### config.mk
export PLATFORM = sky130hd
export DESIGN_NAME = nco_top
export DESIGN_NICKNAME = d
export VERILOG_FILES = /design/src/nco_pkg.sv /design/src/nco_top.sv
export SDC_FILE = /design/constraint.sdc
export NUM_CORES = 1
export LEC_CHECK = 0
export BUFFER_PORTS_ARGS = -buffer_cell sky130_fd_sc_hd__buf_4
export CAP_MARGIN = 20
export CORE_MARGIN = 10
export CORE_UTILIZATION = 40
export DETAILED_ROUTE_END_ITERATION = 10
export PLACE_DENSITY_LB_ADDON = 0.15
export SLEW_MARGIN = 30
export SYNTH_ARGS = -nofsm -noshare
export SYNTH_HDL_FRONTEND = slang
export SYNTH_SLANG_ARGS = --single-unit
export TNS_END_PERCENT = 30
### constraint.sdc
create_clock -name I_CLK -period 3.5 [get_ports I_CLK]
set_clock_uncertainty 0.2 [all_clocks]
set_input_delay 0.175 -clock I_CLK [delete_from_list [all_inputs] [get_ports I_CLK]]
set_output_delay 0.175 -clock I_CLK [all_outputs]
set_load 0.1 [all_outputs]
### src/nco_pkg.sv
// Constants, register map and bus carrier of the oscillator block
package nco_pkg;
   localparam int ADDR_W = 3;
   localparam logic [2:0] CTRL_OFF = 3'h0;
   localparam logic [2:0] CLKC_OFF = 3'h1;
   localparam logic [2:0] ACCL_OFF = 3'h2;
   localparam logic [2:0] ACCH_OFF = 3'h3;
   localparam logic [2:0] ACCU_OFF = 3'h4;
   localparam logic [2:0] INCL_OFF = 3'h5;
   localparam logic [2:0] INCH_OFF = 3'h6;
   localparam logic [2:0] IRQ_OFF  = 3'h7;
   localparam int EN_BIT   = 7;
   localparam int OE_BIT   = 6;
   localparam int OUT_BIT  = 5;
   localparam int POL_BIT  = 4;
   localparam int PFM_BIT  = 0;
   localparam int PWS_LSB  = 5;
   localparam int CKS_LSB  = 0;
   localparam int FLAG_BIT = 0;
   localparam int IE_BIT   = 1;
   localparam logic [7:0] CTRL_WMASK = 8'hd1;
   localparam logic [7:0] CLKC_WMASK = 8'he3;
   localparam logic [7:0] CTRL_RST   = 8'h00;
   localparam logic [7:0] CLKC_RST   = 8'h00;
   localparam logic [7:0] ACC_RST    = 8'h00;
   localparam logic [7:0] INCL_RST   = 8'h01;
   localparam logic [7:0] INCH_RST   = 8'h00;
   localparam logic [1:0] SRC_FAST   = 2'h0;
   localparam logic [1:0] SRC_SYS    = 2'h1;
   localparam logic [1:0] SRC_LC1    = 2'h2;
   localparam logic [1:0] SRC_EXT    = 2'h3;

   typedef struct packed {
      logic [ADDR_W-1:0] addr;
      logic [7:0]        wdata;
      logic              wr;
      logic              rd;
   } nco_bus_type;
endpackage

### src/nco_top.sv
// Numerically controlled oscillator with byte register port
//
// The register addresses and the address-and-strobe port were left to the implementer.
`timescale 1ns/1ns
module nco_top #(
   parameter int ACC_W = 20,
   parameter int INC_W = 16
) (
   // Clock and reset
   input  wire logic             I_CLK,
   input  wire logic             I_RST,
   // Register port
   input  wire nco_pkg::nco_bus_type I_BUS,
   output logic [7:0]            O_RDATA,
   // Selectable clock sources
   input  wire logic             I_FAST_OSC,
   input  wire logic             I_LOGIC_CELL_ONE,
   input  wire logic             I_EXT_CLK_PIN,
   // Interrupt enables kept outside
   input  wire logic             I_PERIPH_INT_EN,
   input  wire logic             I_GLOBAL_INT_EN,
   // Outputs
   output logic                  O_NCO_OUT,
   output logic                  O_PIN_OUT,
   output logic                  O_PIN_OE_N,
   output logic                  O_IRQ,
   output logic                  O_KEEP_FAST_OSC
);
   if (INC_W != 16 || ACC_W < 17 || ACC_W > 24) begin : g_chk
      $error("nco_top: INC_W must be 16 and ACC_W within 17..24");
   end

   function automatic logic hit(input nco_pkg::nco_bus_type b,
                                input logic [2:0] off);
      hit = b.wr && (b.addr == off);
   endfunction

   function automatic logic [7:0] width_m1(input logic [2:0] code);
      width_m1 = (8'h01 << code) - 8'h01;
   endfunction

   logic [7:0]       ctrl_reg;
   logic [7:0]       clkc_reg;
   logic [ACC_W-1:0] acc_reg;
   logic [7:0]       inc_low_reg;
   logic [7:0]       inc_high_reg;
   logic [INC_W-1:0] inc_work_reg;
   logic             load_pend_reg;
   logic             src_prev_reg;
   logic             toggle_reg;
   logic             pulse_pend_reg;
   logic             pulse_reg;
   logic [7:0]       pulse_cnt_reg;
   logic             flag_reg;
   logic             ie_reg;
   logic             out_reg;
   logic [7:0]       rdata_reg;
   logic             pin_reg;
   logic             oe_n_reg;
   logic             irq_reg;
   logic             keep_reg;

   logic             en;
   logic             pol;
   logic             pfm;
   logic [1:0]       cks;
   logic [2:0]       pws;
   logic             src_lvl;
   logic             tick;
   logic [ACC_W:0]   sum_w;
   logic             ovf;
   logic             raw;
   logic             final_lvl;
   logic             pol_evt;
   logic [7:0]       rd_val;

   assign en  = ctrl_reg[nco_pkg::EN_BIT];
   assign pol = ctrl_reg[nco_pkg::POL_BIT];
   assign pfm = ctrl_reg[nco_pkg::PFM_BIT];
   assign cks = clkc_reg[nco_pkg::CKS_LSB +: 2];
   assign pws = clkc_reg[nco_pkg::PWS_LSB +: 3];

   // Sources are sampled on I_CLK; a rising source edge becomes one tick
   always_comb begin
      unique case (cks)
         nco_pkg::SRC_FAST: src_lvl = I_FAST_OSC;
         nco_pkg::SRC_SYS:  src_lvl = 1'b1;
         nco_pkg::SRC_LC1:  src_lvl = I_LOGIC_CELL_ONE;
         nco_pkg::SRC_EXT:  src_lvl = I_EXT_CLK_PIN;
      endcase
   end

   always_ff @(posedge I_CLK or posedge I_RST) begin
      if (I_RST) begin
         src_prev_reg <= 1'b0;
      end else begin
         src_prev_reg <= src_lvl;
      end
   end

   // System clock source ticks every cycle; the others on a rising level
   assign tick = en && ((cks == nco_pkg::SRC_SYS) || (src_lvl && !src_prev_reg));

   assign sum_w = {1'b0, acc_reg} + {{(ACC_W + 1 - INC_W){1'b0}}, inc_work_reg};
   assign ovf   = tick && sum_w[ACC_W];

   // Control registers; writes land in the single domain, so no crossing
   always_ff @(posedge I_CLK or posedge I_RST) begin
      if (I_RST) begin
         ctrl_reg <= nco_pkg::CTRL_RST;
         clkc_reg <= nco_pkg::CLKC_RST;
      end else begin
         if (hit(I_BUS, nco_pkg::CTRL_OFF)) begin
            ctrl_reg <= I_BUS.wdata & nco_pkg::CTRL_WMASK;
         end
         if (hit(I_BUS, nco_pkg::CLKC_OFF)) begin
            clkc_reg <= I_BUS.wdata & nco_pkg::CLKC_WMASK;
         end
      end
   end

   // Software write of a byte beats the addition in the same cycle
   always_ff @(posedge I_CLK or posedge I_RST) begin
      if (I_RST) begin
         acc_reg <= '0;
      end else if (hit(I_BUS, nco_pkg::ACCL_OFF)) begin
         acc_reg[7:0] <= I_BUS.wdata;
      end else if (hit(I_BUS, nco_pkg::ACCH_OFF)) begin
         acc_reg[15:8] <= I_BUS.wdata;
      end else if (hit(I_BUS, nco_pkg::ACCU_OFF)) begin
         acc_reg[ACC_W-1:16] <= I_BUS.wdata[ACC_W-17:0];
      end else if (tick) begin
         acc_reg <= sum_w[ACC_W-1:0];
      end
   end

   always_ff @(posedge I_CLK or posedge I_RST) begin
      if (I_RST) begin
         inc_low_reg  <= nco_pkg::INCL_RST;
         inc_high_reg <= nco_pkg::INCH_RST;
      end else begin
         if (hit(I_BUS, nco_pkg::INCL_OFF)) begin
            inc_low_reg <= I_BUS.wdata;
         end
         if (hit(I_BUS, nco_pkg::INCH_OFF)) begin
            inc_high_reg <= I_BUS.wdata;
         end
      end
   end

   // While enabled, the working copy moves only on a tick after a low-byte write, so a half-written pair never adds; disabled, it follows directly
   always_ff @(posedge I_CLK or posedge I_RST) begin
      if (I_RST) begin
         inc_work_reg  <= {nco_pkg::INCH_RST, nco_pkg::INCL_RST};
         load_pend_reg <= 1'b0;
      end else if (!en) begin
         inc_work_reg  <= {inc_high_reg, inc_low_reg};
         load_pend_reg <= 1'b0;
      end else begin
         if (load_pend_reg && tick) begin
            inc_work_reg <= {inc_high_reg, inc_low_reg};
         end
         if (hit(I_BUS, nco_pkg::INCL_OFF)) begin
            load_pend_reg <= 1'b1;
         end else if (tick) begin
            load_pend_reg <= 1'b0;
         end
      end
   end

   always_ff @(posedge I_CLK or posedge I_RST) begin
      if (I_RST) begin
         toggle_reg <= 1'b0;
      end else if (!en) begin
         toggle_reg <= 1'b0;
      end else if (ovf) begin
         toggle_reg <= !toggle_reg;
      end
   end

   // Width beyond the overflow interval simply restarts the pulse
   always_ff @(posedge I_CLK or posedge I_RST) begin
      if (I_RST) begin
         pulse_pend_reg <= 1'b0;
         pulse_reg      <= 1'b0;
         pulse_cnt_reg  <= 8'h00;
      end else if (!en) begin
         pulse_pend_reg <= 1'b0;
         pulse_reg      <= 1'b0;
         pulse_cnt_reg  <= 8'h00;
      end else if (tick) begin
         pulse_pend_reg <= sum_w[ACC_W];
         if (pulse_pend_reg) begin
            pulse_reg     <= 1'b1;
            pulse_cnt_reg <= width_m1(pws);
         end else if (pulse_reg) begin
            if (pulse_cnt_reg == 8'h00) begin
               pulse_reg <= 1'b0;
            end else begin
               pulse_cnt_reg <= pulse_cnt_reg - 8'h01;
            end
         end
      end
   end

   assign raw       = pfm ? pulse_reg : toggle_reg;
   assign final_lvl = pol ? raw : !raw;

   // Any polarity flip inverts the final level, hence one transition
   assign pol_evt = hit(I_BUS, nco_pkg::CTRL_OFF) && ie_reg
                    && (I_BUS.wdata[nco_pkg::POL_BIT] != pol);

   // Hardware set wins over a software clear in the same cycle
   always_ff @(posedge I_CLK or posedge I_RST) begin
      if (I_RST) begin
         flag_reg <= 1'b0;
         ie_reg   <= 1'b0;
      end else begin
         if (ovf || pol_evt) begin
            flag_reg <= 1'b1;
         end else if (hit(I_BUS, nco_pkg::IRQ_OFF)) begin
            flag_reg <= I_BUS.wdata[nco_pkg::FLAG_BIT];
         end
         if (hit(I_BUS, nco_pkg::IRQ_OFF)) begin
            ie_reg <= I_BUS.wdata[nco_pkg::IE_BIT];
         end
      end
   end

   always_comb begin
      unique case (I_BUS.addr)
         nco_pkg::CTRL_OFF: rd_val = ctrl_reg | ({8{out_reg}} & (8'h01 << nco_pkg::OUT_BIT));
         nco_pkg::CLKC_OFF: rd_val = clkc_reg;
         nco_pkg::ACCL_OFF: rd_val = acc_reg[7:0];
         nco_pkg::ACCH_OFF: rd_val = acc_reg[15:8];
         nco_pkg::ACCU_OFF: rd_val = 8'(acc_reg[ACC_W-1:16]);
         nco_pkg::INCL_OFF: rd_val = inc_low_reg;
         nco_pkg::INCH_OFF: rd_val = inc_high_reg;
         nco_pkg::IRQ_OFF:  rd_val = {6'h00, ie_reg, flag_reg};
      endcase
   end

   always_ff @(posedge I_CLK or posedge I_RST) begin
      if (I_RST) begin
         rdata_reg <= 8'h00;
      end else begin
         rdata_reg <= I_BUS.rd ? rd_val : 8'h00;
      end
   end

   always_ff @(posedge I_CLK or posedge I_RST) begin
      if (I_RST) begin
         out_reg  <= 1'b0;
         pin_reg  <= 1'b0;
         oe_n_reg <= 1'b1;
      end else begin
         out_reg  <= final_lvl;
         pin_reg  <= final_lvl;
         oe_n_reg <= !ctrl_reg[nco_pkg::OE_BIT];
      end
   end

   always_ff @(posedge I_CLK or posedge I_RST) begin
      if (I_RST) begin
         irq_reg  <= 1'b0;
         keep_reg <= 1'b0;
      end else begin
         irq_reg  <= flag_reg && ie_reg && en && I_PERIPH_INT_EN && I_GLOBAL_INT_EN;
         keep_reg <= en && (cks == nco_pkg::SRC_FAST);
      end
   end

   assign O_RDATA         = rdata_reg;
   assign O_NCO_OUT       = out_reg;
   assign O_PIN_OUT       = pin_reg;
   assign O_PIN_OE_N      = oe_n_reg;
   assign O_IRQ           = irq_reg;
   assign O_KEEP_FAST_OSC = keep_reg;

   // Checks
   logic [ACC_W-1:0] sum_lo;
   logic [INC_W-1:0] inc_cat;
   logic [7:0]       wm1;
   logic             acc_wr;
   assign sum_lo = sum_w[ACC_W-1:0];
   assign inc_cat = {inc_high_reg, inc_low_reg};
   assign wm1 = width_m1(pws);
   assign acc_wr = hit(I_BUS, nco_pkg::ACCL_OFF) || hit(I_BUS, nco_pkg::ACCH_OFF)
                   || hit(I_BUS, nco_pkg::ACCU_OFF);
endmodule

# [Yosys cells after proc, flatten, opt, wreduce, memory -nomap -nowiden]
# Index checks and enable logic that the tools add are counted.
[word_totals] register_bits=88 latch_bits=0 ramBits=0 romBits=0 in_bits=20 output_inout_bits=13 word_cells=116 memories=0
[classes] addsub=3 multipliers=0 n_div=0 magnitude_cmp=0 n_eq_ne=20 n_shift=1 muxes=32 bitwise_logic=3 n_reduce_logical=36
[op_table] cell="2-to-1 mux 8 bit" count=9
[op_table] cell="one-hot mux 8 bit (8 select lines)" count=1
[op_table] cell="2-to-1 mux 16 bit" count=3
[op_table] cell="adder 20 x 16 -> 21 bit" count=1
[op_table] cell="2-to-1 mux 20 bit" count=1
[op_table] cell="logical AND 1 bit" count=19
[op_table] cell="2-to-1 mux 1 bit" count=16
[op_table] cell="subtractor 8 x 1 -> 8 bit, second input constant" count=2
[op_table] cell="== test 3 bit, second input constant" count=4
[op_table] cell="AND reduction 3 bit" count=4
[op_table] cell="logical NOT 8 bit" count=1
[op_table] cell="bitwise OR 8 x 6 -> 8 bit" count=1
[op_table] cell="nonzero test 2 bit" count=4
[op_table] cell="<< shifter 1 x 3 -> 8 bit, first input constant" count=1
[op_table] cell="== test 3 x 2 -> 1 bit, second input constant" count=2
[op_table] cell="!= test 2 x 1 -> 1 bit, second input constant" count=3
[op_table] cell="!= test 2 bit, second input constant" count=3
[op_table] cell="!= test 3 x 1 -> 1 bit, second input constant" count=2
[op_table] cell="== test 2 bit, second input constant" count=2
[op_table] cell="logical NOT 1 bit" count=4
[op_table] cell="2-to-1 mux 4 bit" count=1
[op_table] cell="one-hot mux 1 bit (4 select lines)" count=1
[op_table] cell="== test 3 x 1 -> 1 bit, second input constant" count=1
[op_table] cell="logical NOT 3 bit" count=1
[op_table] cell="other kinds (6)" count=8

# [Depth between registers and ports, before layout]
# Gate-level depths: netlist of the first run.
[logic_depth] word_depth=9 mapped_depth=10

# [Worst setup path before layout of the first run]
# Ideal clock, no wire load.
[synth_timing] path_kind="register to register" from="register inc_work_reg[0]" to="register acc_reg[12]" setup_ns=0.130 arrival_ns=2.153 slack_ns=1.017 path_stages_with_launch=11 synth_period_minus_slack_ns=2.483 path_cell_list="dfstp_2 ha_1 inv_1 fa_1 and2b_1 o2111ai_1 a21oi_1 a311oi_2 o21ai_0 xnor2_1 o21ai_0"
[synth_between] elab_chain_len=4
[synth_lines] element="start, declared" line_no="nco_top.sv:47" text="logic [INC_W-1:0] inc_work_reg;"
[synth_lines] element="start signal, assigned" line_no="nco_top.sv:154" text="inc_work_reg <= {nco_pkg::INCH_RST, nco_pkg::INCL_RST};"
[synth_lines] element="start signal, assigned" line_no="nco_top.sv:157" text="inc_work_reg <= {inc_high_reg, inc_low_reg};"
[synth_lines] element="start signal, assigned" line_no="nco_top.sv:161" text="inc_work_reg <= {inc_high_reg, inc_low_reg};"
[synth_lines] element="adder 20 x 16 -> 21 bit" line_no="nco_top.sv:104" text="assign sum_w = {1'b0, acc_reg} + {{(ACC_W + 1 - INC_W){1'b0}}, inc_work_reg};"
[synth_lines] element="2-to-1 mux 20 bit" line_no="nco_top.sv:132" text="end else if (tick) begin"
[synth_lines] element="2-to-1 mux 16 bit" line_no="nco_top.sv:130" text="end else if (hit(I_BUS, nco_pkg::ACCU_OFF)) begin"
[synth_lines] element="2-to-1 mux 8 bit" line_no="nco_top.sv:128" text="end else if (hit(I_BUS, nco_pkg::ACCH_OFF)) begin"
[synth_lines] element="end signal, assigned" line_no="nco_top.sv:129" text="acc_reg[15:8] <= I_BUS.wdata;"
[synth_lines] element="end signal, assigned by index" line_no="nco_top.sv:131" text="acc_reg[ACC_W-1:16] <= I_BUS.wdata[ACC_W-17:0];"
[synth_lines] element="end signal, assigned" line_no="nco_top.sv:133" text="acc_reg <= sum_w[ACC_W-1:0];"
[synth_lines] element="end, declared" line_no="nco_top.sv:44" text="logic [ACC_W-1:0] acc_reg;"
# Every way passes these cells. The select of a mux whose other input is x is not followed.
# A chain may end at the register's enable or synchronous reset.

# [Worst setup path after layout of the first run]
# Same ends and word-level chain as after synthesis.

==> impl_results.md, run 1 <==
- Crit path arrival time: between 2 and 3 ns
- Final setup violation count: 0
- NetSw: around 0.0021 W
- Root buf cell: clkbuf_16
- Clk pwr share: a little under a fifth
- Chip width: between 100 and 150 um
- DR vias/cell: roughly 5.7
- PwrDens: between 800 and 900 nW/um^2
- First-pass GRT wire length: about 23000 um
- Remaining routing DRC violations: 0
- Core Rows: between 40 and 50
- Seq pwr share: ~32%
- Max incr delay on CP: 0.53 ns
- Synthesized flop and latch total: between 80 and 90
- Post-CTS setup buffer count: 0
- Total CTS buffers: 9
- Worst-Margin Slew: between 0.9 and 1 ns
- Area Growth Syn to Fin: 15.0%
- Full die area: around 18000 sq um
- Hold_sp: I_BUS[11]
- Final design utilization: between 40% and 50%
- Max-Cap Viols: 0
- Fmax: around 0.37 GHz
- Ys async rst share: 100%
- Cell mode on critical path: o21ai_0
- I/O Buffers: 32
- Syn Nets: about 560
- DR vias: between 4000 and 5000
- Outcome: finished clean
- Final Hold Vio Count: 0
- Crit Path Class: reg -> reg
- Cell-internal power: around 0.0028 W
- Total congestion overflow: 0
- Final Cell Area: 5960 sq um
- Fraction of layout cells with a size suffix above 1: between 20% and 30%
- Antenna Cells: 0
- Final Cycle Share: slightly below 80%
- Gpl congestion: 0.985
- Sw frac: 42.7%
- Critical Path End Type: flop
- Critical path's slowest cell: dfstp_2
- CP max FO: 3
- Placed cell area: ~5500 sq um
- Setup repair after global routing missed its margin: no
- Crit path buffers/inverters: 1
- Crit path launch: inc_work_reg[0]
- Max Root-Sink Buffers: 2
- Post-CTS Hold Buffers: 14
- Req. time, crit path: about 3.5 ns
- Tot Pwr: between 0.004 and 0.005 W
- Minimum clock period: ~2.7 ns
- Antenna violations before repair: 0
- Commonest non-fill, non-tap cell in the layout: dfrtp_1
- Nets: between 500 and 600
- Worst skew pair latency: roughly 0.36 ns
- Max reg flops: 20
- Pin count of the biggest net entering global routing: 58
- Post-CTS resize count: 0
- Comb pwr share: around half
- R2r endpoint: acc_reg[12]
- Critical path's top delay family: compound AO/OA/AOI/OAI gates
- Slew Viols, Final: 0
- Initial Util: around two fifths
- CORE AREA: 12700 sq um
- CP Cell Sequence: ha_1, inv_1, fa_1, and2b_1, o2111ai_1, a21oi_1, a311oi_2, o21ai_0, xnor2_1, o21ai_0
- FF-to-FF path depth: 10
- IO Pins: 33
- Mean Syn Cell Area: between 9 and 10 sq um
- DP Wirelength: approximately 10000 um
- Vias in the first global route: between 4000 and 5000
- Setup TNS Final: 0 ns
- Critical path launch point type: flop
- DR WL/cell: roughly 20 um
- Clock-pin slew on the worst setup and hold paths: about 0.070 ns
- Worst setup path end: acc_reg[12]
- H-tree Lvls: 3
- CP Depth: 10
- DRT iter0 DRCs: 384
- Predominant post-synthesis flop cell: dfrtp_1
- GRT Overall Usage: around 16%
- Most frequent cells in the layout: dfrtp_1, nand2_1, mux2_2
- Post-Route WL: approximately 14000 um
- Yosys cell types: 73
- Mapped Area: 5180 sq um
- Max VDD drop: 0.000534 V
- Max-slew headroom: a little over a third
- CTS tree: done
- Leakage: ~2.6 nW
- Mapped Cells: 520
- ANT nets after route: 0
- Min-delay worst type: in -> reg
- Worst r2r src: inc_work_reg[0]
- Die Y: approximately 130 um
- CTS sink count: just under 90
- Register area share after synthesis: approximately 43%
- R2R Setup Slk: 0.80 ns
- Drt first pass iters: 6
- EDFF count, synth: 0
- Ys Warns: 0
-- kinds of logic after synthesis --
family / Yosys count / synth area share (%)
flops: 88 / 42.6
fa+ha+maj: 18 / 4.49
simple gates: 148 / 14.9
xor+xnor: 20 / 3.38
buf+inv: 40 / 3.57
compound gates: 154 / 20.0
mux: 52 / 11.1
-- synthesized netlist by cell type (4+ instances only) --
| master | instances | share of area, % |
|---|---|---|
| dfrtp_1 | 85 | 41 |
| nand2_1 | 49 | 3.5 |
| mux2_2 | 44 | 9.6 |
| a21oi_1 | 35 | 3.4 |
| nor2_1 | 31 | 2.2 |
| o21ai_0 | 24 | 2.3 |
| o21ai_1 | 18 | 1.7 |
| ha_1 | 17 | 4.1 |
| inv_1 | 15 | 1.1 |
| a31oi_1 | 12 | 1.4 |
| xnor2_1 | 12 | 2.0 |
| buf_2 | 10 | 0.97 |
| nor2b_1 | 10 | 1.2 |
| a22oi_1 | 8 | 1.2 |
| mux2i_1 | 8 | 1.5 |
| nor3_1 | 8 | 0.77 |
| xor2_1 | 8 | 1.4 |
| a21o_1 | 7 | 1.0 |
| clkbuf_1 | 7 | 0.51 |
| nand2b_1 | 7 | 0.84 |
| nand3_1 | 7 | 0.68 |
| and3_1 | 6 | 0.72 |
| o21a_1 | 6 | 0.87 |
| a22o_1 | 5 | 0.84 |
| a21oi_2 | 4 | 0.68 |
| buf_4 | 4 | 0.58 |
| o22ai_1 | 4 | 0.48 |
-- routing by layer --
layer  global-route usage [%]  routed length, um  vias up
met1                     22.3               6740     2095
met2                     23.5               6210      119
li1                         -                  -     1962
met4                     7.98                449        0
met3                     3.44                843       24
met5                        0                  0        -
-- stage by stage --
| stage | hold WS, ns | instances | worst slack (ns) |
|---|---|---|---|
| floorplan | 0.0882 | 520 | 0.851 |
| CTS | 0.0352 | 732 | 0.805 |
| detailed placement | 0.0567 | 702 | 0.819 |
| finish | 0.0437 | 732 | 0.796 |
| global placement | 0.187 | 702 | 0.839 |
| global route | 0.0827 | 732 | 0.580 |
-- power groups by stage --
stage	Combinational [W]	Clock, W	Sequential (W)
after floorplan	0.00176	0	0.00162
after global placement	0.00230	0	0.00157
after detailed placement	0.00231	0	0.00158
after CTS	0.00234	0.000933	0.00156
after global routing	0.00258	0.000975	0.00161
final	0.00235	0.000921	0.00157
-- area by class of cell --
cell class                      count  area [sq um]
Inverter                           16          65.1
Timing Repair Buffer               48           408
Sequential cell                    88          2210
Clock buffer                       12           246
Clock inverter                      4          27.5
Tap cell                          172           215
Multi-Input combinational cell    392          2790
Fill cell                        1206          6710
-- how the worst min path moves through the flow --
stage                 end  cells after the start  slack [ns]
2_1_floorplan       O_IRQ                      2        0.09
3_3_place_gp   O_PIN_OE_N                      1        0.19
3_5_place_dp   O_RDATA[4]                      2        0.06
4_1_cts        O_RDATA[7]                      2        0.04
5_1_grt        O_RDATA[7]                      2        0.08
6_report       O_RDATA[7]                      2        0.04
No activity file was read; power rests on OpenSTA's default activity.
==> inputs of run 2 (changes only) <==
clock period = 2.8 ns   (was 3.5 ns; I/O delays follow)
==> impl_results.md, run 2 (synthesis results as in run 1) <==
- Total CTS buffers: 9
- Most frequent cells in the layout: dfrtp_1, nand2_1, mux2_2
- Final Hold Vio Count: 0
- CTS tree: done
- Crit path arrival time: 2.70 ns
- First-pass GRT wire length: around 24000 um
- Vias in the first global route: between 4000 and 5000
- Worst skew pair latency: about 0.35 ns
- Nets: 602
- DR vias/cell: 5.70
- Remaining routing DRC violations: 0
- Root buf cell: clkbuf_16
- Drt first pass iters: 7
- Max VDD drop: 0.000618 V
- Minimum clock period: about 2.7 ns
- I/O Buffers: 32
- Layout fillers: roughly 1200
- Full die area: approximately 18000 sq um
- Fraction of layout cells with a size suffix above 1: between 20% and 30%
- Core Rows: 41
- PwrDens: roughly 1000 nW/um^2
- Final Cycle Share: a little over nine tenths
- Die Y: ~130 um
- Total congestion overflow: 0
- CP max FO: 3
- Setup TNS Final: 0 ns
- Max reg flops: 20
- Register area: approximately 2200 sq um
- Antenna violations before repair: 0
- DP Wirelength: roughly 11000 um
- Post-Route WL: between 10000 and 15000 um
- Clock-pin slew on the worst setup and hold paths: ~0.07 ns
- Gpl congestion: 0.908
- Max-Cap Viols: 0
- ANT nets after route: 0
- Area of the multi-input gates: roughly 2800 sq um
- Fmax: approximately 0.37 GHz
- CTS sink count: 88
- Final worst slack: roughly 0.13 ns
- GRT Overall Usage: 16.8%
- DRT iter0 DRCs: roughly 430
- DR WL/cell: a little under 20 um
- Chip width: approximately 130 um
- Final setup violation count: 0
- Slew Viols, Final: 0
- Antenna Cells: 0
- Max-slew headroom: between 50% and 60%
- Area Growth Syn to Fin: 16.9%
- IO Pins: 33
- Critical Path End Type: flop
- Req. time, crit path: approximately 2.8 ns
- Pin count of the biggest net entering global routing: 40
- Setup repair after global routing missed its margin: no
- Leakage: between 2 and 3 nW
- Max Root-Sink Buffers: 2
- Setup WS pre-CTS: 0.124 ns
- Min-delay worst type: in -> reg
- Outcome: finished clean
- CORE AREA: roughly 13000 sq um
- Initial Util: just over 40%
- Critical path launch point type: flop
- Crit Path Class: reg -> reg
- Worst-Margin Slew: about 0.67 ns
- H-tree Lvls: 3
- DR vias: ~4200
- Commonest non-fill, non-tap cell in the layout: dfrtp_1
[run 2: routing by layer]
metal	share of wire (%)	track usage [%]	up-vias
met1	47	23.1	2077
met2	45	25.4	145
met4	2.2	6.83	0
met5	0	0	-
li1	-	-	1977
met3	5.8	3.36	21
[run 2: where the power goes]
part	internal, W	switching [W]	leakage, nW
clock	0.000727	0.000553	0.147
sequential	0.00163	0.000336	1.09
combinational	0.00125	0.00177	1.41
total	0.00361	0.00266	2.65
[run 2: critical path, stage by stage (launching register included)]
cell and delay, ns:
dfstp_2 0.53, ha_1 0.20, inv_1 0.07, fa_1 0.38, and2b_1 0.26, o2111ai_2 0.15
a21oi_1 0.20, a311oi_2 0.09, o21ai_0 0.25, xnor2_1 0.14, o21ai_0 0.09
[run 2: worst paths after layout]
path                                         to  cells past startpoint  slack [ns]            start
worst max-delay path                acc_reg[12]                     10        0.13  inc_work_reg[0]
worst min-delay path                 O_RDATA[6]                      2        0.02        I_BUS[10]
worst max register to register      acc_reg[12]                     10        0.13  inc_work_reg[0]
worst min register to register       O_PIN_OE_N                      1        0.23      ctrl_reg[6]
max in group asynchronous       inc_work_reg[0]                      4        1.37            I_RST
min in group asynchronous            O_RDATA[1]                      3        0.21            I_RST
[run 2: area by class of cell]
class / count / share of cell area, %
inverters: 16 / 1.01
multi-input cells: 392 / 46.3
clock buffers: 10 / 3.94
clock inverters: 6 / 1.22
repair buffers: 57 / 7.64
flip-flops and latches: 88 / 36.4
well taps: 172 / 3.55
[run 2: per-stage QoR]
step / util, % / hold slack (ns) / instance area [sq um] / instances / power [W]
global placement: 44.2 / 0.0583 / 5600 / 711 / 0.00491
global route: 47.8 / 0.0476 / 6060 / 741 / 0.00670
detailed placement: 44.2 / 0.0618 / 5600 / 711 / 0.00494
CTS: 47.8 / 0.00641 / 6050 / 741 / 0.00626
floorplan: - / 0.0532 / 5180 / 520 / 0.00422
finish: 47.8 / 0.0211 / 6060 / 741 / 0.00627
[run 2: what timing repair did]
| action | in CTS | in global routing |
|---|---|---|
| setup endpoints to repair | 0 | 5 |
| buffers inserted | 0 | 0 |
| hold endpoints to repair | 91 | 0 |
| gates resized for setup | 0 | 2 |
| hold buffers | 14 | 0 |
==> inputs of run 3 (changes only) <==
CELL_PAD_IN_SITES_DETAIL_PLACEMENT = 1   (was not set)
CELL_PAD_IN_SITES_GLOBAL_PLACEMENT = 2   (was not set)
==> impl_results.md, run 3 (synthesis results as in run 1) <==
- PwrDens: 1050 nW/um^2
- First-pass GRT wire length: roughly 25000 um
- Antenna violations before repair: 1
- Setup WS pre-CTS: 0.0479 ns
- DP Wirelength: roughly 12000 um
- Worst hold endpoint: ie_reg
- Area Growth Syn to Fin: 17.5%
- Critical Path End Type: flop
- CP max FO: 3
- FF-to-FF path depth: 10
- Antenna Cells: 0
- Setup TNS Final: 0 ns
- Worst skew pair latency: ~0.35 ns
- Max incr delay on CP: 0.53 ns
- Final Cycle Share: between 90% and 100%
- Remaining routing DRC violations: 0
- Hold depth: 3
- Crit path arrival time: 2.69 ns
- R2r endpoint: acc_reg[18]
- Critical path launch point type: flop
- ANT nets after route: 0
- Nets: 600
- Fmax: around 0.38 GHz
- CTS tree: done
- Die Y: between 100 and 150 um
- Most frequent cells in the layout: dfrtp_1, nand2_1, mux2_2
- DR WL/cell: between 20 and 25 um
- Final design utilization: roughly half
- Pin count of the biggest net entering global routing: 51
- Hold_sp: I_BUS[1]
- Commonest non-fill, non-tap cell in the layout: dfrtp_1
- Final worst slack: approximately 0.15 ns
- I/O Buffers: 32
- Gpl congestion: just under 0.9
- Minimum clock period: around 2.6 ns
- Max Root-Sink Buffers: 2
- Final setup violation count: 0
- Critical path's slowest cell: dfstp_2
- Vias in the first global route: 4437
- Final Hold Vio Count: 0
- Layout fillers: between 1000 and 1500
- Crit Path Class: reg -> reg
- Drt first pass iters: 4
- Total congestion overflow: 0
- Fraction of layout cells with a size suffix above 1: approximately 23%
- Outcome: finished clean
- Core Rows: around 40
- DRT iter0 DRCs: between 200 and 250
- Max-Cap Viols: 0
- Post-Route WL: approximately 16000 um
- GRT Overall Usage: about 18%
- R2R Setup Slk: between 0.15 and 0.2 ns
- Max-slew headroom: 52.4%
- Full die area: between 15000 and 20000 sq um
- IO Pins: 33
- Min-delay worst type: in -> reg
- Worst-Margin Slew: roughly 0.71 ns
- Tot Pwr: approximately 0.0064 W
- WHS: 0.0335 ns
- Root buf cell: clkbuf_16
- Initial Util: around two fifths
- CP Cell Sequence: ha_1, inv_1, fa_1, and2b_1, o2111ai_4, nand3b_2, a221oi_4, nor2_4, a21oi_1, a211o_1
- Total CTS buffers: 9
- CTS sink count: 88
- Req. time, crit path: 2.84 ns
- CORE AREA: 12700 sq um
- Worst r2r src: inc_work_reg[0]
- Clock-pin slew on the worst setup and hold paths: roughly 0.070 ns
- Slew Viols, Final: 0
- DR vias: 4229
- DR vias/cell: roughly 5.7
- Max VDD drop: 0.000555 V
- Chip width: around 130 um
- Leakage: 2.65 nW
- Max reg flops: 20
- Setup repair after global routing missed its margin: no
- H-tree Lvls: 3
## run 3: cell types whose count changed in the layout (fill, tap and decap cells not counted), moves of 2 or more
cell and delta:
clkinvlp_4 -2, clkbuf_1 +2, o21ai_1 +2, buf_4 -3, o21ai_0 -2
## run 3: routing by layer
metal | wire, um | share of wire (%) | track usage, %
met1 | 7350 | 46 | 23.4
met2 | 7770 | 48 | 29.8
met3 | 604 | 3.7 | 3.32
met4 | 385 | 2.4 | 7.44
met5 | 0 | 0 | 0
## run 3: layout make-up
cell class | count | area (sq um) | share of cell area (%)
clock inverter | 4 | 77.6 | 1.27
multi-input combinational | 392 | 2830 | 46.4
clock buffer | 12 | 246 | 4.05
sequential | 88 | 2210 | 36.2
inverter | 16 | 61.3 | 1.01
tap | 172 | 215 | 3.53
timing repair buffer | 55 | 460 | 7.56
## run 3: worst max-delay path by stage
stage | slack, ns | startpoint | endpoint
finish | 0.15 | inc_work_reg[0] | acc_reg[18]
global route | 0.0003 | inc_work_reg[0] | toggle_reg
CTS | 0.03 | inc_work_reg[0] | acc_reg[12]
detailed placement | 0.05 | inc_work_reg[0] | acc_reg[12]
global placement | 0.11 | inc_work_reg[0] | acc_reg[12]
floorplan | 0.19 | I_RST | O_IRQ
## run 3: metrics by stage
stage	instances	cell area (sq um)
global route	739	6090
floorplan	520	5180
global placement	709	5600
CTS	739	6060
detailed placement	709	5600
finish	739	6090
## run 3: critical path, delay by kind of cell (launching register included)
family                     cells  cell delay [ns]
and+or+nand+nor                3             0.60
adders and majority gates      2             0.57
AOI/OAI and AO/OA              4             0.57
DFF                            1             0.53
buffers and inverters          1             0.07
## run 3: power by group
group	switching (W)	leakage, nW	internal, W	total, W
Combinational	0.00183	1.41	0.00126	0.00309
Sequential	0.000377	1.09	0.00163	0.00201
Clock	0.000522	0.157	0.000811	0.00133
Total	0.00273	2.65	0.00370	0.00643
## run 3: repair_timing
item                                    4_1_cts  5_1_grt
hold endpoints to repair                     89        0
resized for setup                             0        7
setup buffers                                 0        0
hold buffers                                 14        0
endpoints found under the setup margin        0        8
